### src/verilog/cpu_fetch_trap_consts.svh
// Constants for the fetch, bus-transfer and trap control block.
// Assumes APB byte addressing with one aligned 32-bit word per register.
`ifndef CPU_FETCH_TRAP_CONSTS_SVH
`define CPU_FETCH_TRAP_CONSTS_SVH

// APB register byte offsets
`define REG_CTRL 8'h00
`define REG_STATUS 8'h04
`define REG_MASK 8'h08
`define REG_CAUSE 8'h0C
`define REG_PSW 8'h10
`define REG_SLIMIT 8'h14
`define REG_SWI 8'h18

// Control register bits
`define CTRL_EN 0
`define CTRL_FAST 1
`define CTRL_W 2
`define CTRL_RST 2'h1

// Event bits, shared by status and mask
`define EV_TRAP 0
`define EV_STKOV 1
`define EV_FETCH 2
`define EV_SPR 3
`define EV_W 4

// Special register addresses on the processor side
`define SPR_PSW 16'hFFFE
`define SPR_SLIMIT 16'hFFFA
`define SPR_SWI 16'hFF7A

// Trap vectors and stack stepping
`define VEC_STACK 16'h0004
`define VEC_SWI 16'h00A0
`define WORD_STEP 16'h0002
`define PUSH_TWO 16'h0004

// Status word and software request fields
`define PSW_CMODE 15:14
`define PSW_PMODE 13:12
`define PSW_PRI 7:5
`define PSW_RST 16'h0000
`define SWI_REQ 15:9

// Instruction decode fields
`define IR_CLASS 15:12
`define IR_SELN 10
`define IR_SELZ 9
`define IR_INV 8
`define CLASS_BR 4'h0

`endif

### src/verilog/cpu_fetch_trap_pkg.sv
// Types for the fetch, bus-transfer and trap control block.
// Assumes nothing of its surroundings.
package cpu_fetch_trap_pkg;

	typedef enum logic [2:0]
	{
		ST_IDLE,
		ST_DP,
		ST_SPR,
		ST_TR_PSW,
		ST_TR_PC,
		ST_TR_VPC,
		ST_TR_VPSW
	} ctl_state_t;

	typedef enum logic [1:0]
	{
		CAUSE_NONE,
		CAUSE_STACK,
		CAUSE_DEV,
		CAUSE_SWI
	} cause_t;

endpackage : cpu_fetch_trap_pkg
### src/verilog/cpu_fetch_and_trap_control.sv
// Fetch, bus-transfer and trap control section of a 16-bit processor.
// Assumes a datapath that holds pc_in and sp_in steady while trap_active,
// bus slaves that answer with a one-cycle ack, and an APB master.
// Behaviour
// - Every word moving between the processor and any outside bus goes through the bus transfer register.
// - Transfer addresses come from the general registers and the control section drives the transfer strobes.
// - For simple slaves and every fast-bus device the processor drives address and control itself.
// - The instruction hold register is fed from the same inputs as the bus transfer register.
// - The instruction hold register loads only on instruction fetches, never on operand loads.
// - Instruction hold register outputs go only to decoding, never into the arithmetic datapath.
// - The sequence variant is chosen from datapath conditions together with the decoded instruction.
// - Accepting a condition saves status, next address, mode and register set, then loads a new context; the code pushes only psw_reg and pc_in, no register set.
// - Execution resumes at the service start address taken from the new context.
// - A response starts only when allowed, and conditions wait for the instruction in progress to end.
// - Special registers sit outside the core, written from and read into the bus transfer register.
// - The stack limit and software request registers signal which conditions exist.
// - The status word decides which existing conditions are answered; a stack limit condition is taken whatever the priority field.
//
// Local design decisions: the APB interface to the registers and the address map.
`timescale 1ns/10ps
`default_nettype none
`include "cpu_fetch_trap_consts.svh"

module cpu_fetch_and_trap_control
	import cpu_fetch_trap_pkg::*;
#(
	parameter int WORD_W = 16
)
(
	input wire logic pclk,
	input wire logic presetn,
	input wire logic ce,
	input wire logic psel,
	input wire logic penable,
	input wire logic pwrite,
	input wire logic [7:0] paddr,
	input wire logic [31:0] pwdata,
	output logic [31:0] prdata,
	output logic pready,
	output logic pslverr,
	output logic irq,
	input wire logic dp_req,
	input wire logic dp_write,
	input wire logic dp_fetch,
	input wire logic dp_fast,
	input wire logic [WORD_W-1:0] dp_addr,
	input wire logic [WORD_W-1:0] dp_wdata,
	output logic dp_done,
	output logic [WORD_W-1:0] br_out,
	input wire logic dp_zero,
	input wire logic dp_neg,
	input wire logic dp_carry,
	output logic [3:0] dec_class,
	output logic [1:0] seq_variant,
	input wire logic instr_boundary,
	input wire logic [WORD_W-1:0] pc_in,
	input wire logic [WORD_W-1:0] sp_in,
	output logic trap_active,
	output logic ctx_load,
	output logic [WORD_W-1:0] ctx_pc,
	output logic [WORD_W-1:0] sp_out,
	output logic [WORD_W-1:0] psw_out,
	input wire logic ext_irq,
	input wire logic [2:0] ext_irq_pri,
	input wire logic [WORD_W-1:0] ext_irq_vec,
	output logic ext_irq_ack,
	output logic [WORD_W-1:0] bus_addr,
	output logic [WORD_W-1:0] bus_wdata,
	output logic bus_write,
	output logic sys_req,
	input wire logic sys_ack,
	input wire logic sys_foreign,
	input wire logic [WORD_W-1:0] sys_rdata,
	output logic fast_req,
	input wire logic fast_ack,
	input wire logic [WORD_W-1:0] fast_rdata
);

	function automatic logic [2:0] top_level(input logic [6:0] req);
		logic [2:0] lvl;
		lvl = 3'h0;
		for (int i = 0; i < 7; i++)
		begin
			if (req[i])
				lvl = 3'(i + 1);
		end
		return lvl;
	endfunction : top_level

	function automatic logic [1:0] pick_variant(input logic [WORD_W-1:0] ir,
		input logic z, input logic n, input logic c);
		logic cond;
		cond = ir[`IR_SELZ] ? z : (ir[`IR_SELN] ? n : c);
		return {ir[`IR_CLASS] == `CLASS_BR, cond ^ ir[`IR_INV]};
	endfunction : pick_variant

	ctl_state_t state_reg, state_next;
	cause_t cause_reg, cause_next, sel;
	logic [WORD_W-1:0] bus_transfer_register, br_next;
	logic [WORD_W-1:0] instruction_hold_register, ir_next;
	logic [WORD_W-1:0] psw_reg, psw_next;
	logic [WORD_W-1:0] slimit_reg, slimit_next;
	logic [WORD_W-1:0] swi_reg, swi_next;
	logic [WORD_W-1:0] addr_reg, addr_next;
	logic [WORD_W-1:0] sp_reg, sp_next;
	logic [WORD_W-1:0] vec_reg, vec_next;
	logic [WORD_W-1:0] pc_new_reg, pc_new_next;
	logic write_reg, write_next;
	logic fetch_reg, fetch_next;
	logic fast_reg, fast_next;
	logic stkov_reg, stkov_next;
	logic done_reg, done_next;
	logic ctx_reg, ctx_next;
	logic iack_reg, iack_next;
	logic [`CTRL_W-1:0] ctrl_reg, ctrl_next;
	logic [`EV_W-1:0] status_reg, status_next;
	logic [`EV_W-1:0] mask_reg, mask_next;
	logic [`EV_W-1:0] events;
	logic [31:0] prdata_reg, prdata_next;
	logic lat_reg, lat_next;
	logic on_bus, ack, mapped, apb_wr, apb_rd;
	logic [WORD_W-1:0] in_word, spr_rd;
	logic [2:0] cur_pri;
	logic [2:0] swi_lvl;
	logic spr_hit;

	assign on_bus = state_reg inside {ST_DP, ST_TR_PSW, ST_TR_PC,
		ST_TR_VPC, ST_TR_VPSW};
	// Stand off the system bus while a foreign master owns it
	assign sys_req = on_bus && !fast_reg && !sys_foreign;
	assign fast_req = on_bus && fast_reg;
	assign ack = fast_reg ? fast_ack : (sys_ack && sys_req);
	// One input source feeds both the transfer and instruction registers
	assign in_word = fast_reg ? fast_rdata : sys_rdata;
	assign bus_addr = addr_reg;
	assign bus_wdata = bus_transfer_register;
	assign bus_write = write_reg;
	assign br_out = bus_transfer_register;
	// Only decode logic sees the instruction word
	assign dec_class = instruction_hold_register[`IR_CLASS];
	assign seq_variant = pick_variant(instruction_hold_register,
		dp_zero, dp_neg, dp_carry);
	assign trap_active = state_reg inside {ST_TR_PSW, ST_TR_PC,
		ST_TR_VPC, ST_TR_VPSW};
	assign dp_done = done_reg;
	assign ctx_load = ctx_reg;
	assign ctx_pc = pc_new_reg;
	assign sp_out = sp_reg;
	assign psw_out = psw_reg;
	assign ext_irq_ack = iack_reg;
	assign prdata = prdata_reg;
	assign pready = psel && penable && ce && lat_reg;
	assign irq = |(status_reg & mask_reg);

	assign cur_pri = psw_reg[`PSW_PRI];
	assign swi_lvl = top_level(swi_reg[`SWI_REQ]);
	assign spr_hit = dp_addr == `SPR_PSW || dp_addr == `SPR_SLIMIT ||
		dp_addr == `SPR_SWI;

	always_comb
	begin
		sel = CAUSE_NONE;
		// Fixed order: stack limit, device, software request
		if (stkov_reg)
			sel = CAUSE_STACK;
		else if (ext_irq && ext_irq_pri > cur_pri)
			sel = CAUSE_DEV;
		else if (swi_lvl > cur_pri)
			sel = CAUSE_SWI;
	end

	always_comb
	begin
		spr_rd = psw_reg;
		if (addr_reg == `SPR_SLIMIT)
			spr_rd = slimit_reg;
		else if (addr_reg == `SPR_SWI)
			spr_rd = swi_reg;
	end

	always_comb
	begin
		mapped = 1'b1;
		prdata_next = prdata_reg;
		unique case (paddr)
			`REG_CTRL: prdata_next = 32'(ctrl_reg);
			`REG_STATUS: prdata_next = 32'(status_reg);
			`REG_MASK: prdata_next = 32'(mask_reg);
			`REG_CAUSE: prdata_next = 32'(cause_reg);
			`REG_PSW: prdata_next = 32'(psw_reg);
			`REG_SLIMIT: prdata_next = 32'(slimit_reg);
			`REG_SWI: prdata_next = 32'(swi_reg);
			default:
			begin
				mapped = 1'b0;
				prdata_next = 32'h0000_0000;
			end
		endcase
		if (!psel)
			prdata_next = prdata_reg;
	end

	assign pslverr = psel && penable && ce && lat_reg && !mapped;
	assign apb_wr = pready && pwrite && mapped;
	assign apb_rd = pready && !pwrite;

	always_comb
	begin
		state_next = state_reg;
		cause_next = cause_reg;
		br_next = bus_transfer_register;
		ir_next = instruction_hold_register;
		psw_next = psw_reg;
		slimit_next = slimit_reg;
		swi_next = swi_reg;
		addr_next = addr_reg;
		sp_next = sp_reg;
		vec_next = vec_reg;
		pc_new_next = pc_new_reg;
		write_next = write_reg;
		fetch_next = fetch_reg;
		fast_next = fast_reg;
		stkov_next = stkov_reg;
		done_next = 1'b0;
		ctx_next = 1'b0;
		iack_next = 1'b0;
		events = '0;
		lat_next = psel && !pready;
		ctrl_next = ctrl_reg;
		mask_next = mask_reg;
		unique case (state_reg)
			ST_IDLE:
			begin
				// Conditions are only taken between instructions
				if (instr_boundary && ctrl_reg[`CTRL_EN] &&
					sel != CAUSE_NONE)
				begin
					cause_next = sel;
					br_next = psw_reg;
					addr_next = sp_in - `WORD_STEP;
					sp_next = sp_in - `PUSH_TWO;
					write_next = 1'b1;
					fetch_next = 1'b0;
					fast_next = ctrl_reg[`CTRL_FAST];
					iack_next = sel == CAUSE_DEV;
					unique case (sel)
						CAUSE_STACK: vec_next = `VEC_STACK;
						CAUSE_DEV: vec_next = ext_irq_vec;
						default: vec_next = `VEC_SWI;
					endcase
					state_next = ST_TR_PSW;
				end
				// A request still held while done shows is the finished one
				else if (dp_req && !done_reg)
				begin
					addr_next = dp_addr;
					write_next = dp_write;
					fetch_next = dp_fetch && !dp_write;
					fast_next = dp_fast;
					if (dp_write)
						br_next = dp_wdata;
					if (dp_write && dp_addr < slimit_reg && !spr_hit)
						stkov_next = 1'b1;
					state_next = spr_hit ? ST_SPR : ST_DP;
				end
			end
			ST_DP:
			begin
				if (ack)
				begin
					if (!write_reg)
						br_next = in_word;
					if (fetch_reg)
					begin
						ir_next = in_word;
						events[`EV_FETCH] = 1'b1;
					end
					done_next = 1'b1;
					state_next = ST_IDLE;
				end
			end
			ST_SPR:
			begin
				// Processor accesses move special registers only through the transfer register
				if (write_reg)
				begin
					if (addr_reg == `SPR_SLIMIT)
						slimit_next = bus_transfer_register;
					else if (addr_reg == `SPR_SWI)
						swi_next = bus_transfer_register;
					else
						psw_next = bus_transfer_register;
				end
				else
					br_next = spr_rd;
				events[`EV_SPR] = 1'b1;
				done_next = 1'b1;
				state_next = ST_IDLE;
			end
			ST_TR_PSW:
			begin
				if (ack)
				begin
					br_next = pc_in;
					addr_next = sp_reg;
					state_next = ST_TR_PC;
				end
			end
			ST_TR_PC:
			begin
				if (ack)
				begin
					write_next = 1'b0;
					addr_next = vec_reg;
					state_next = ST_TR_VPC;
				end
			end
			ST_TR_VPC:
			begin
				if (ack)
				begin
					br_next = in_word;
					pc_new_next = in_word;
					addr_next = vec_reg + `WORD_STEP;
					state_next = ST_TR_VPSW;
				end
			end
			ST_TR_VPSW:
			begin
				if (ack)
				begin
					br_next = in_word;
					psw_next = in_word;
					psw_next[`PSW_PMODE] = psw_reg[`PSW_CMODE];
					if (cause_reg == CAUSE_STACK)
						stkov_next = 1'b0;
					ctx_next = 1'b1;
					events[`EV_TRAP] = 1'b1;
					state_next = ST_IDLE;
				end
			end
			default: state_next = ST_IDLE;
		endcase
		if (stkov_next && !stkov_reg)
			events[`EV_STKOV] = 1'b1;
		if (apb_wr && paddr == `REG_CTRL)
			ctrl_next = pwdata[`CTRL_W-1:0];
		if (apb_wr && paddr == `REG_MASK)
			mask_next = pwdata[`EV_W-1:0];
		// A new event in the clearing cycle survives the read
		status_next = status_reg;
		if (apb_rd && paddr == `REG_STATUS)
			status_next = '0;
		status_next = status_next | events;
	end

	always_ff @(posedge pclk or negedge presetn)
	begin
		if (!presetn)
		begin
			state_reg <= ST_IDLE;
			cause_reg <= CAUSE_NONE;
			bus_transfer_register <= '0;
			instruction_hold_register <= '0;
			psw_reg <= `PSW_RST;
			slimit_reg <= '0;
			swi_reg <= '0;
			addr_reg <= '0;
			sp_reg <= '0;
			vec_reg <= '0;
			pc_new_reg <= '0;
			write_reg <= 1'b0;
			fetch_reg <= 1'b0;
			fast_reg <= 1'b0;
			stkov_reg <= 1'b0;
			done_reg <= 1'b0;
			ctx_reg <= 1'b0;
			iack_reg <= 1'b0;
			ctrl_reg <= `CTRL_RST;
			status_reg <= '0;
			mask_reg <= '0;
			prdata_reg <= 32'h0000_0000;
			lat_reg <= 1'b0;
		end
		else if (ce)
		begin
			state_reg <= state_next;
			cause_reg <= cause_next;
			bus_transfer_register <= br_next;
			instruction_hold_register <= ir_next;
			psw_reg <= psw_next;
			slimit_reg <= slimit_next;
			swi_reg <= swi_next;
			addr_reg <= addr_next;
			sp_reg <= sp_next;
			vec_reg <= vec_next;
			pc_new_reg <= pc_new_next;
			write_reg <= write_next;
			fetch_reg <= fetch_next;
			fast_reg <= fast_next;
			stkov_reg <= stkov_next;
			done_reg <= done_next;
			ctx_reg <= ctx_next;
			iack_reg <= iack_next;
			ctrl_reg <= ctrl_next;
			status_reg <= status_next;
			mask_reg <= mask_next;
			prdata_reg <= prdata_next;
			lat_reg <= lat_next;
		end
	end

endmodule : cpu_fetch_and_trap_control

`default_nettype wire

### config.mk
export PLATFORM = sky130hd
export DESIGN_NAME = cpu_fetch_and_trap_control
export DESIGN_NICKNAME = d
export VERILOG_FILES = /design/src/verilog/cpu_fetch_trap_pkg.sv /design/src/verilog/cpu_fetch_and_trap_control.sv
export VERILOG_INCLUDE_DIRS = /design/src /design/src/verilog
export SDC_FILE = /design/constraint.sdc
export NUM_CORES = 1
export LEC_CHECK = 0
export BUFFER_PORTS_ARGS = -buffer_cell sky130_fd_sc_hd__buf_2
export CAP_MARGIN = 15
export CORE_ASPECT_RATIO = 0.9
export CORE_MARGIN = 2
export CORE_UTILIZATION = 53
export CTS_CLUSTER_DIAMETER = 50
export CTS_CLUSTER_SIZE = 14
export DETAILED_ROUTE_END_ITERATION = 8
export GPL_TIMING_DRIVEN = 0
export PLACE_DENSITY = 0.82
export SYNTH_ARGS = -nofsm -noshare
export SYNTH_HDL_FRONTEND = slang
export SYNTH_SLANG_ARGS = --single-unit
### constraint.sdc
create_clock -name pclk -period 3.45 [get_ports pclk]
set_input_delay 0.345 -clock pclk [delete_from_list [all_inputs] [get_ports pclk]]
set_output_delay 0.345 -clock pclk [all_outputs]
set_load 0.05 [all_outputs]
=== Word-level counts from Yosys, hierarchy flattened ===
Index checks and enable logic that the tools add are counted.

* Order comparisons: 3
* Mux-type cells: 72
* Bitwise logic cells: 4
* Equality and inequality tests: 34
* Reduce and logical (&&, ||, !) cells: 63
* Add/subtract/negate cells: 3

{| class="wikitable"
|+ Operator list
! kind !! number
|-
| 16-bit 2-to-1 mux || 20
|-
| 16-bit case mux with 7 select lines || 1
|-
| 16-bit equality test (second input constant) || 5
|-
| 16-bit case mux with 5 select lines || 1
|-
| 16-bit case mux with 2 select lines || 2
|-
| 16-bit case mux with 4 select lines || 1
|-
| 3-bit 2-to-1 mux || 12
|-
| 1-bit 2-to-1 mux || 26
|-
| 8-bit by 5-bit equality test with 1-bit output (second input constant) || 3
|-
| 1-bit logical AND || 23
|-
| 2-bit inequality test (second input constant) || 10
|-
| 6-bit AND reduction || 3
|-
| 16-bit by 2-bit adder with 16-bit output (second input constant) || 1
|-
| 8-bit by 4-bit equality test with 1-bit output (second input constant) || 2
|-
| 16-bit < comparator || 1
|-
| 16-bit by 2-bit subtractor with 16-bit output (second input constant) || 1
|-
| 16-bit by 3-bit subtractor with 16-bit output (second input constant) || 1
|-
| 3-bit case mux with 5 select lines || 1
|-
| 4-bit AND reduction || 3
|-
| 5-bit nonzero test || 2
|-
| 3-bit equality test (second input constant) || 3
|-
| 1-bit zero test || 9
|-
| 3-bit AND reduction || 3
|-
| 9-bit AND reduction || 1
|-
| 26 further kinds || 44
|}

* Input bits: 173
* Logic and storage cells: 202
* Flip-flop bits (word level): 199
* Output and inout port bits: 144

=== Logic depth before layout (Yosys ltp) ===
Gate-level depths: netlist of the first run.

* Depth in word-level cells: 18
* Gate-level depth with buffers: 22

=== Worst setup path after synthesis of the first run ===
Ideal clock, no wire load.

* Path kind: register to register
* From: register psw_reg[6] (netlist: psw_out[6])
* To: register addr_reg[8] (netlist: bus_addr[8])
* Buffers on the path: 3
* Period minus slack after synthesis: 3,248 ps
* Arrival: 3,114 ps
* Library setup time: 134 ps
* Stages on the path, launching flop included: 17
* Slack: 202 ps
* Cells stage by stage: dfrtp_1 > inv_1 > ha_1 > nor2b_1 > o21ai_0 > a21oi_1 > nor2_1 > nor2_1 > inv_1 > ha_1 > and3b_1 > clkbuf_1 > clkbuf_1 > clkbuf_1 > a21oi_1 > o211ai_1 > o21ai_0

* Cells in the longest elaborated chain, start to end: 8
* Elaborated cells on any way between the ends: 12
* Classes of those cells: order compare: 2; eq/ne: 1; mux: 5; reduce/logical: 4

{| class="wikitable"
|+ Ends and longest elaborated chain
! item !! RTL line !! RTL
|-
| from (decl) || cpu_fetch_and_trap_control.sv:101 || <nowiki>logic [WORD_W-1:0] psw_reg, psw_next;</nowiki>
|-
| from (signal assigned) || cpu_fetch_and_trap_control.sv:365 || <nowiki>psw_reg <= `PSW_RST;</nowiki>
|-
| from (signal assigned) || cpu_fetch_and_trap_control.sv:391 || <nowiki>psw_reg <= psw_next;</nowiki>
|-
| 3-bit > comparator, on equally long branches || cpu_fetch_and_trap_control.sv:168, cpu_fetch_and_trap_control.sv:166 ||
|-
| 2-bit 2-to-1 mux / 1-bit logical AND (equally long branches) || cpu_fetch_and_trap_control.sv:168, cpu_fetch_and_trap_control.sv:166 ||
|-
| 2-bit 2-to-1 mux (*) || cpu_fetch_and_trap_control.sv:166 || <nowiki>else if (ext_irq && ext_irq_pri > cur_pri)</nowiki>
|-
| 2-bit 2-to-1 mux (*) || cpu_fetch_and_trap_control.sv:164 || <nowiki>if (stkov_reg)</nowiki>
|-
| via sel[1] || cpu_fetch_and_trap_control.sv:98 || <nowiki>cause_t cause_reg, cause_next, sel;</nowiki>
|-
| 2-bit nonzero test (*) || cpu_fetch_and_trap_control.sv:236 || <nowiki>sel != CAUSE_NONE)</nowiki>
|-
| 1-bit logical AND (*) || cpu_fetch_and_trap_control.sv:235 || <nowiki>if (instr_boundary && ctrl_reg[`CTRL_EN] &&</nowiki>
|-
| 3-bit inequality test (no source line) / 16-bit 2-to-1 mux (equally long branches) || -- ||
|-
| 6-bit AND reduction (no source line) / 16-bit case mux with 4 select lines (equally long branches) || -- ||
|-
| to (signal assigned) || cpu_fetch_and_trap_control.sv:394 || <nowiki>addr_reg <= addr_next;</nowiki>
|-
| to (decl) || cpu_fetch_and_trap_control.sv:104 || <nowiki>logic [WORD_W-1:0] addr_reg, addr_next;</nowiki>
|}

The timed path passes the listed nets; every way through them passes the cells marked *.
A chain may end at the register's enable or synchronous reset.

=== Worst setup path after layout of the first run ===
* From: register swi_reg[10]
* To: register bus_transfer_register[1] (netlist: br_out[1])

* Cells in the longest elaborated chain, start to end: 14
* Elaborated cells on any way between the ends: 17
* Classes of those cells: order compare: 1; eq/ne: 2; mux: 11; reduce/logical: 3

{| class="wikitable"
|+ Ends and longest elaborated chain
! item !! RTL line !! RTL
|-
| from (decl) || cpu_fetch_and_trap_control.sv:103 || <nowiki>logic [WORD_W-1:0] swi_reg, swi_next;</nowiki>
|-
| from (signal assigned) || cpu_fetch_and_trap_control.sv:393 || <nowiki>swi_reg <= swi_next;</nowiki>
|-
| 3-bit 2-to-1 mux (*) (6 in a row) || cpu_fetch_and_trap_control.sv:84 || <nowiki>if (req[i])</nowiki>
|-
| 3-bit > comparator (*) || cpu_fetch_and_trap_control.sv:168 || <nowiki>else if (swi_lvl > cur_pri)</nowiki>
|-
| 2-bit 2-to-1 mux (*) || cpu_fetch_and_trap_control.sv:168 ||
|-
| 2-bit 2-to-1 mux (*) || cpu_fetch_and_trap_control.sv:166 ||
|-
| 2-bit 2-to-1 mux (*) || cpu_fetch_and_trap_control.sv:164 ||
|-
| 2-bit nonzero test (*) || cpu_fetch_and_trap_control.sv:236 ||
|-
| 1-bit logical AND (*) || cpu_fetch_and_trap_control.sv:235 ||
|-
| 3-bit inequality test (no source line) / 16-bit 2-to-1 mux (equally long branches) || -- ||
|-
| 9-bit AND reduction (no source line) / 16-bit case mux with 5 select lines (equally long branches) || -- ||
|-
| to (signal assigned) || cpu_fetch_and_trap_control.sv:389 || <nowiki>bus_transfer_register <= br_next;</nowiki>
|-
| to (decl) || cpu_fetch_and_trap_control.sv:99 || <nowiki>logic [WORD_W-1:0] bus_transfer_register, br_next;</nowiki>
|}

Mark *: on every way between the ends. The rest lies on a longest branch, timed or not.

==> results of run 1 <==
==> worst max-delay path by stage <==
stage	to	from	depth (start not counted)
after floorplan	bus_addr[8]$_DFFE_PN0P_	psw_out[6]$_DFFE_PN0P_	16
after global placement	br_out[1]$_DFFE_PN0P_	swi_reg[13]$_DFFE_PN0P_	17
after detailed placement	br_out[1]$_DFFE_PN0P_	swi_reg[13]$_DFFE_PN0P_	17
after CTS	br_out[9]$_DFFE_PN0P_	swi_reg[10]$_DFFE_PN0P_	22
after global routing	br_out[15]$_DFFE_PN0P_	swi_reg[10]$_DFFE_PN0P_	21
final	br_out[1]$_DFFE_PN0P_	swi_reg[10]$_DFFE_PN0P_	21
==> worst reg2reg max path: cells and delay by family, from the launching register on <==
family / cells / cell delay (ns)
AO/OA/AOI/OAI: 5 / 0.74
adder cells (fa/ha/maj): 2 / 0.33
buffers and inverters: 5 / 0.81
flip-flops: 1 / 0.41
AND/OR/NAND/NOR: 9 / 1.06
==> cell families after synthesis <==
logic type	share of synthesized area, %
other	0.0352
buffers and inverters	7.13
flip-flops	40.9
AO/OA/AOI/OAI	22.0
XOR/XNOR	2.39
multiplexers	5.70
AND/OR/NAND/NOR	18.5
adder cells (fa/ha/maj)	3.29
==> synth_stat cells (14+ instances only) <==
master,count,area share [%]
a211oi_1,25,1.8
buf_4,36,2.5
a22o_1,18,1.5
clkbuf_1,60,2.1
xor2_1,17,1.4
mux2i_1,25,2.4
inv_1,41,1.4
nor2_1,98,3.5
and2_1,14,0.82
a21oi_1,79,3.7
a222oi_1,14,1.3
nand2_1,198,7.0
o21ai_0,143,6.7
nand4_1,15,0.88
and3_1,19,1.1
dfrtp_1,173,41
nand3_1,19,0.89
mux2_2,21,2.2
ha_1,28,3.3
a22oi_1,17,1.2
==> repair_timing <==
item                                   4_1_cts  5_1_grt
resized for setup                           51       57
setup buffers                                5        3
cloned                                       0        2
setup endpoints to repair                   73       66
hold buffers                                 1        0
endpoints found under the hold margin       69        0
pin swaps                                    5       26
==> area by class of cell <==
| class | count | area share (%) |
|---|---|---|
| flip-flops and latches | 174 | 32.6 |
| multi-input cells | 926 | 43.2 |
| plain buffers | 114 | 5.29 |
| well taps | 255 | 2.39 |
| diodes | 2 | 0.0374 |
| clock inverters | 11 | 0.805 |
| inverters | 42 | 1.18 |
| clock buffers | 21 | 3.45 |
| repair buffers | 277 | 11.1 |
==> where the power goes <==
group	leakage, nW	internal, mW	switching, mW	total [mW]
registers	2.27	2.48	0.561	3.04
clock network	0.280	1.04	0.877	1.92
logic	3.81	1.61	3.85	5.46
==> per-layer routing <==
metal | up-vias | share of wire (%) | track usage [%]
met5 | - | 0 | 0
met4 | 0 | 3.8 | 13.4
met3 | 130 | 13 | 9.50
met2 | 853 | 45 | 60.0
met1 | 5421 | 39 | 52.8
li1 | 5003 | - | -
==> stage by stage <==
stage / worst slack, ns / hold slack [ns]
2_1_floorplan: 0.202 / 0.0494
3_3_place_gp: -0.896 / 0.458
3_5_place_dp: -0.979 / 0.339
4_1_cts: 0.0192 / 0.136
5_1_grt: -0.0960 / 0.136
6_report: -0.0249 / 0.131
==> results.md, run 1 <==
- Least-Margin Pin Slew: 1.03 ns
- Critical path class: reg2reg
- # IOs: 317
- PnR worst setup slack: -0.0249 ns
- Die area: 21200 um2
- Post-synth top flop: dfrtp_1
- YS warnings: 0
- R2R Setup Slk: -0.02 ns
- FF-to-FF End: br_out[1]$_DFFE_PN0P_
- Max Cap Viol: 0
- Fin area: about 13000 um2
- Total global-route track usage: 38.5%
- CTS tree: done
- #FFs+latches synth: 174
- Die W: between 150 and 200 um
- Min Tclk post-route: 3.47 ns
- Hold Startpoint: pwdata[2]
- Cell area after synthesis: 10600 um2
- Failing checks: negative setup slack
- Post-Syn Area per Cell: 8.57 um2
- Sequential Area: 4360 um2
- Residual DRC: 0
- Global placer's final weighted congestion: ~1
- Finish-stage setup viols: 11
- Post-synth EDFFs: 0
- Crit-path max cell delay: 0.41 ns
- Slew margin rel.: 30.6%
- Critical-path cell list: inv_2, a21oi_2, nor2_1, nor2_1, nor2_1, nor2_1, ha_2, nor2b_1, o21ai_1, a32oi_2, buf_6, nor2b_4, nor2_4, ha_4, nand3b_1, buf_8, a31oi_4, nand4_1, buf_6, clkbuf_16, a22o_1
- Initial antenna violation count: 2
- Slew Limit Fails: 0
- Max frequency: 288 MHz
- Power Density: slightly below 800 nW/um2
- R2R cell count: 21
- Cts bufs inserted: 17
- Most frequent cells in the layout: 271 x buf_2, 197 x nand2_1, 173 x dfrtp_1
- Crit-path slowest cell: dfrtp_1
- Crit path capture type: flop
- Status: finished with violations
- DR vias/cell: 6.26
- Row cnt: 49
- RSZ-0062 raised after global routing: yes
- Most common cell after layout, fill and taps aside: buf_2
- FFs w/ async S/R, synth: 100%
- Pre-Repair DR Iteration Count: 6
- Ratio of cells with drive above 1 in the final layout: 28.6%
- Clock Sinks: 174
- Post-synthesis cell count: around 1200
- Fin cells: approximately 1800
- Core ar.: 19900 um2
- Sequential area share after synthesis: 40.9%
- Min-Delay Path Depth: 2
- Violation count after the first detailed-route iteration: between 1500 and 2000
- Layout area overhead: 25.6%
- Tot Pwr: roughly 10 mW
- Leakage power: 6.36 nW
- Final Cycle Share: 101%
- GR Overflow Total: 0
- Initial core utilization: a little over half
- Crit path max-delay family: simple AND/OR/NAND/NOR gates
- First-pass GRT wire length: between 60 and 70 mm
- Via count: 11400
- WL final: 41.6 mm
- Hold WC Path Type: in2reg
- Crit path buffers/inverters: 5
- Reg-to-reg critical path startpoint: swi_reg[10]$_DFFE_PN0P_
- Required @ worst endpoint: 3.78 ns
- Vert. Die Dim: 138 um
- IO Port Bufs: 264
- Startpoint types: flop
- Placed Instances: 1778
- Max VDD drop: 0.712 mV
- WHS Endpoint: mask_reg[2]$_DFFE_PN0P_
- Setup TNS: -0.130 ns
- Crit path max fanout: 8
- Final core occ: about two thirds
- Final ANT Viol Nets: 0
- Wire per inst: 22.9 um
- Nets: roughly 1800
- Largest net degree at the start of global routing: roughly 110
- Clock tree buffer depth: 2
- Vias in the first global route: 10800
- Multi-input logic area: just under 6000 um2
- Cell at the root of the clock tree: clkbuf_16
- Skew final: between 0.01 and 0.015 ns
- Final hold vios: 0
- Synth unique cells: 70
- CP arrival: between 3 and 4 ns
- Clock Latency Late Sink: 0.45 ns
- Hpwl dp: 31.6 mm
- H-tree depth: 4
- Placed Area: ~12000 um2
- Worst path most repeated cell: nor2_1
- Fillers: 1695
- Clk slew on worst S/H paths: ~0.070 ns
Power figures use the tool's default switching activity.
==> inputs of run 2 (changes only) <==
--- a/config.mk
+++ b/config.mk
@@ -11,3 +11,2 @@
 export CORE_ASPECT_RATIO = 0.9
-export CORE_MARGIN = 2
 export CORE_UTILIZATION = 53
--- a/constraint.sdc
+++ b/constraint.sdc
@@ -3,2 +3,2 @@
 set_output_delay 0.345 -clock pclk [all_outputs]
-set_load 0.05 [all_outputs]
+set_load 0.01 [all_outputs]
==> results.md, run 2 (synthesis results as in run 1) <==
- Status: finished with violations
- Failing checks: negative setup slack
- Most common cell after layout, fill and taps aside: buf_2
- Ratio of cells with drive above 1 in the final layout: 28.5%
- Hold slack: 0.125 ns
- Hpwl dp: 30.8 mm
- Max Cap Viol: 0
- Layout area overhead: 26.2%
- Clock Latency Late Sink: 0.45 ns
- Clock Sinks: around 170
- Power Density: 674 nW/um2
- Residual DRC: 0
- Met3 Use GR: a little under an eighth
- Grt peak-use layer: met2
- Cell at the root of the clock tree: clkbuf_16
- WL final: 41.9 mm
- Hold WC Path Type: in2reg
- Max VDD drop: 0.421 mV
- Critical path class: reg2reg
- Final core occ: around 70%
- Leakage power: 6.39 nW
- Most frequent cells in the layout: 271 x buf_2, 196 x nand2_1, 173 x dfrtp_1
- Initial core utilization: 54.9%
- Worst path most repeated cell: nor2_1
- Vert. Die Dim: 136 um
- # IOs: 317
- Core ar.: 19400 um2
- Antenna cells: 0
- CP arrival: 3.83 ns
- Final hold vios: 0
- Pre-Repair DR Iteration Count: 7
- Die W: 151 um
- RSZ-0062 raised after global routing: yes
- Reg-to-reg critical path startpoint: swi_reg[10]$_DFFE_PN0P_
- Die area: 20600 um2
- Final ANT Viol Nets: 0
- GR Overflow Total: 0
- Slew margin rel.: 26.2%
- Required @ worst endpoint: 3.79 ns
- Vias in the first global route: 10300
- Final Cycle Share: 101%
- Largest net degree at the start of global routing: 106
- CTS tree: done
- Wire per inst: between 20 and 25 um
- Crit path capture type: flop
- First-pass GRT wire length: 60.8 mm
- Via count: 11600
- Clk slew on worst S/H paths: approximately 0.08 ns
- Hold Startpoint: pwdata[2]
- Total global-route track usage: 40.1%
- Clock tree buffer depth: 2
- Least-Margin Pin Slew: 1.08 ns
- Cts bufs inserted: 17
- Place WS: -0.742 ns
- Tot Pwr: 9.06 mW
- Critical-path cell list: inv_2, a21oi_2, nor2_1, nor2_1, nor2_1, nor2_1, ha_2, nor2b_2, o21ai_2, a32oi_4, nor2_2, nor2_2, inv_2, ha_4, nand3b_1, buf_8, a31oi_4, nand4_1, buf_6, buf_12, a22o_1
- Met2 Use GR: 59.2%
- H-tree depth: 4
- Max frequency: ~290 MHz
- IO Port Bufs: 264
- Setup TNS: -0.455 ns
- Crit-path max cell delay: approximately 0.41 ns
- Min Tclk post-route: 3.49 ns
- Skew final: 0.0140 ns
- Finish-stage setup viols: 15
- PnR worst setup slack: -0.0443 ns
- Fillers: between 1500 and 2000
- Startpoint types: flop
- Row cnt: 48
- Global placer's final weighted congestion: 1.01
- Slew Limit Fails: 0
- Nets: 1755
- Crit path max fanout: 10
- DR vias/cell: 6.37
- Met1 Resource Use GR: 54.8%
- Initial antenna violation count: 0
- Crit-path slowest cell: dfrtp_1
- Violation count after the first detailed-route iteration: about 1700
- Critical path origin: swi_reg[10]$_DFFE_PN0P_
[run 2: final timing paths]
path | to | slack [ns] | depth (start not counted)
min in group asynchronous | ext_irq_ack$_DFFE_PN0P_ | 0.46 | 2
max reg2reg | br_out[14]$_DFFE_PN0P_ | -0.04 | 21
max | br_out[14]$_DFFE_PN0P_ | -0.04 | 21
min | mask_reg[2]$_DFFE_PN0P_ | 0.12 | 2
min reg2reg | prdata[11]$_DFFE_PN0P_ | 0.48 | 2
max in group asynchronous | br_out[6]$_DFFE_PN0P_ | 2.04 | 3
[run 2: through the flow]
stage / instances / instance area (um2)
2_1_floorplan: 1257 / 10700
3_3_place_gp: 1771 / 12300
3_5_place_dp: 1773 / 12400
4_1_cts: 1811 / 13200
5_1_grt: 1817 / 13400
6_report: 1817 / 13400
[run 2: final cells by class]
| type | instances | area, um2 | area share, % |
|---|---|---|---|
| multi-input cells | 926 | 5780 | 43.1 |
| flip-flops and latches | 174 | 4360 | 32.4 |
| repair buffers | 279 | 1490 | 11.1 |
| plain buffers | 114 | 703 | 5.24 |
| clock buffers | 18 | 429 | 3.20 |
| well taps | 250 | 313 | 2.33 |
| clock inverters | 14 | 199 | 1.48 |
| inverters | 42 | 158 | 1.17 |
[run 2: metal layers]
metal,part of all wire [%],up-vias
li1,-,5007
met1,39,5467
met2,43,923
met3,13,170
met4,4.6,0
met5,0,-
[run 2: worst max-delay path: cells and delay by family (launching register included)]
kind	cells	cell delay [ns]
AND/OR/NAND/NOR	9	1.03
AO/OA/AOI/OAI	5	0.86
buffers and inverters	5	0.71
flip-flops	1	0.41
adder cells (fa/ha/maj)	2	0.35
[run 2: repair_timing]
action	CTS	global route
endpoints found under the hold margin	69	0
endpoints found under the setup margin	73	70
setup buffers	6	6
cloned	0	1
pin swaps	4	21
hold buffers	1	0
gates resized for setup	44	58
[run 2: report_power, final]
group | switching (mW) | leakage [nW] | internal [mW]
registers | 0.563 | 2.27 | 2.48
clock network | 0.946 | 0.300 | 1.17
logic | 2.31 | 3.82 | 1.59
==> inputs of run 3 (changes only) <==
ABC_AREA = 1   (was unset)
CORE_UTILIZATION = 54   (was 53)
SETUP_SLACK_MARGIN = 0.5   (was unset)
==> results.md, run 3 <==
- Synth unique cells: between 40 and 50
- Power Density: 526 nW/um2
- Slew Limit Fails: 0
- RSZ-0062 raised after global routing: yes
- Least-Margin Pin Slew: 0.801 ns
- Reg-to-reg critical path startpoint: swi_reg[10]$_DFFE_PN0P_
- Die W: 155 um
- Cts bufs inserted: 17
- GR Overflow Total: 0
- IO Port Bufs: 271
- Nets: 2167
- Die area: 21600 um2
- Global placer's final weighted congestion: 1.02
- WL final: 44.0 mm
- Post-synth EDFFs: 0
- H-tree depth: 4
- Ratio of cells with drive above 1 in the final layout: between 20% and 30%
- Via count: 12700
- Most frequent cells in the layout: 511 x nand2_1, 285 x buf_2, 180 x o21ai_0
- Violation count after the first detailed-route iteration: 1398
- Total global-route track usage: 40.6%
- Final ANT Viol Nets: 0
- Vert. Die Dim: 139 um
- Largest net degree at the start of global routing: 116
- Cell at the root of the clock tree: clkbuf_16
- Clock Latency Late Sink: 0.44 ns
- Min Tclk post-route: 3.13 ns
- Initial antenna violation count: 0
- Status: completed
- DR vias/cell: 5.64
- Final core occ: 71.0%
- Wire per inst: 19.5 um
- Most common cell after layout, fill and taps aside: nand2_1
- Clk slew on worst S/H paths: about 0.07 ns
- YS warnings: 0
- Fin cells: 2257
- Max Cap Viol: 0
- Met3 Use GR: 14.7%
- Crit path capture type: flop
- Vias in the first global route: around 12000
- Residual DRC: 0
- FFs w/ async S/R, synth: between 90% and 100%
- Tot Pwr: 7.59 mW
- R2R Setup Slk: approximately 0.32 ns
- Hold WC Path Type: in2reg
- Met2 Use GR: 58.3%
- Post-synth top flop: dfrtp_1
- Clock tree buffer depth: 2
- Post-synthesis cell count: ~1600
- Startpoint types: flop
- Hpwl dp: approximately 34 mm
- # IOs: ~320
- Pre-Repair DR Iteration Count: 6
- #FFs+latches synth: 174
- Critical path class: reg2reg
- Worst setup path end: bus_addr[9]$_DFFE_PN0P_
- Count leader, synth: nand2_1
- Cell area after synthesis: 11300 um2
- CTS tree: done
- Clock Sinks: 174
- Skew final: 0.0153 ns
- Max VDD drop: ~0.52 mV
- Layout area overhead: 27.1%
- Row cnt: 49
- Cell accounting for the most synthesized area: dfrtp_1
- Synth top area cells: dfrtp_1 38%, nand2_1 18%, o21ai_0 8.8%, inv_1 5.1%, nor2_1 4.3%
- Final Cycle Share: 90.7%
- R2R cell count: 20
- Setup TNS: 0 ns
- CP arrival: 3.46 ns
- Core ar.: 20300 um2
- Grt peak-use layer: met2
- Post-Syn Area per Cell: 6.96 um2
- Crit path max fanout: 7
- Commonest cells post-synth: 531 x nand2_1, 200 x o21ai_0, 173 x dfrtp_1, 154 x inv_1, 131 x nor2_1
- Leakage power: 7.51 nW
- FF-to-FF End: bus_addr[9]$_DFFE_PN0P_
- Finish-stage setup viols: 0
- Slew margin rel.: ~46%
- Required @ worst endpoint: 3.78 ns
- Sequential area share after synthesis: approximately two fifths
- Met1 Resource Use GR: 57.2%
- First-pass GRT wire length: roughly 66 mm
- Initial core utilization: 55.9%
- Antenna cells: 0
- Placed Instances: 2196
- Max frequency: 320 MHz
- Critical path origin: swi_reg[10]$_DFFE_PN0P_
- Top cell type's share of synthesized area: 38.2%
- Final hold vios: 0
## run 3: critical path, cell delays in order, from the launching register on
cell	delay [ns]
dfrtp_2	0.44
o211ai_1	0.19
nand3_1	0.13
ha_1	0.31
nand2_1	0.07
o211ai_1	0.08
and2_1	0.16
nand2_1	0.07
nand2_2	0.07
inv_2	0.08
ha_4	0.14
inv_4	0.04
nand3_4	0.10
inv_6	0.07
clkbuf_16	0.15
clkbuf_16	0.15
buf_4	0.13
o211ai_1	0.39
nand2_1	0.10
nand2_1	0.09
nand2_1	0.06
## run 3: cell families (layout without fill, tap and decap cells)
kind of cell,after synthesis,in the layout,synth area share [%]
AND/OR/NAND/NOR,818,818,30.2
AO/OA/AOI/OAI,324,324,16.2
buffers and inverters,262,595,10.3
flip-flops,174,174,38.4
adder cells (fa/ha/maj),28,28,3.09
XOR/XNOR,11,11,0.850
multiplexers,11,11,0.971
other,1,16,0.0331
## run 3: where the power goes
group	internal, mW	switching [mW]
Sequential	2.30	0.340
Combinational	1.18	1.70
Clock	1.15	0.918
## run 3: per-stage QoR
| step | setup slack (ns) | cell area [um2] | hold WS (ns) |
|---|---|---|---|
| CTS | 0.431 | 14100 | 0.123 |
| detailed placement | -0.708 | 13100 | 0.320 |
| floorplan | 0.515 | 11400 | 0.0494 |
| global route | 0.210 | 14400 | 0.148 |
| global placement | -0.818 | 13100 | 0.460 |
| finish | 0.320 | 14400 | 0.130 |
## run 3: final cells by class
cell class                      count  area [um2]
Fill cell                        1716        5880
Tap cell                          280         350
Buffer                            101         696
Clock buffer                       17         425
Sequential cell                   174        4360
Inverter                          161         617
Clock inverter                     13         179
Timing Repair Buffer              303        1680
Multi-Input combinational cell   1208        6110
## run 3: per-layer routing
metal	up-vias	share of wire [%]
li1	5903	-
met1	5983	42
met2	753	43
met3	80	12
met4	2	2.3
met5	-	0.19
## run 3: timing repair
action | in CTS | in global routing
setup buffers | 17 | 10
hold endpoints to repair | 59 | 0
cloned | 1 | 2
setup endpoints to repair | 72 | 72
hold buffers | 1 | 0
resized for setup | 73 | 85
pin swaps | 30 | 28
## run 3: how the worst min path moves through the flow
stage / slack (ns) / end / cells past startpoint / from
detailed placement: 0.32 / bus_addr[13]$_DFFE_PN0P_ / 1 / presetn
CTS: 0.12 / sp_out[0]$_DFFE_PN0P_ / 3 / sp_in[0]
floorplan: 0.05 / br_out[0]$_DFFE_PN0P_ / 0 / presetn
global placement: 0.46 / prdata[0]$_DFFE_PN0P_ / 2 / prdata[0]$_DFFE_PN0P_
finish: 0.13 / sp_out[2]$_DFFE_PN0P_ / 2 / sp_in[2]
global route: 0.15 / sp_out[0]$_DFFE_PN0P_ / 3 / sp_in[0]
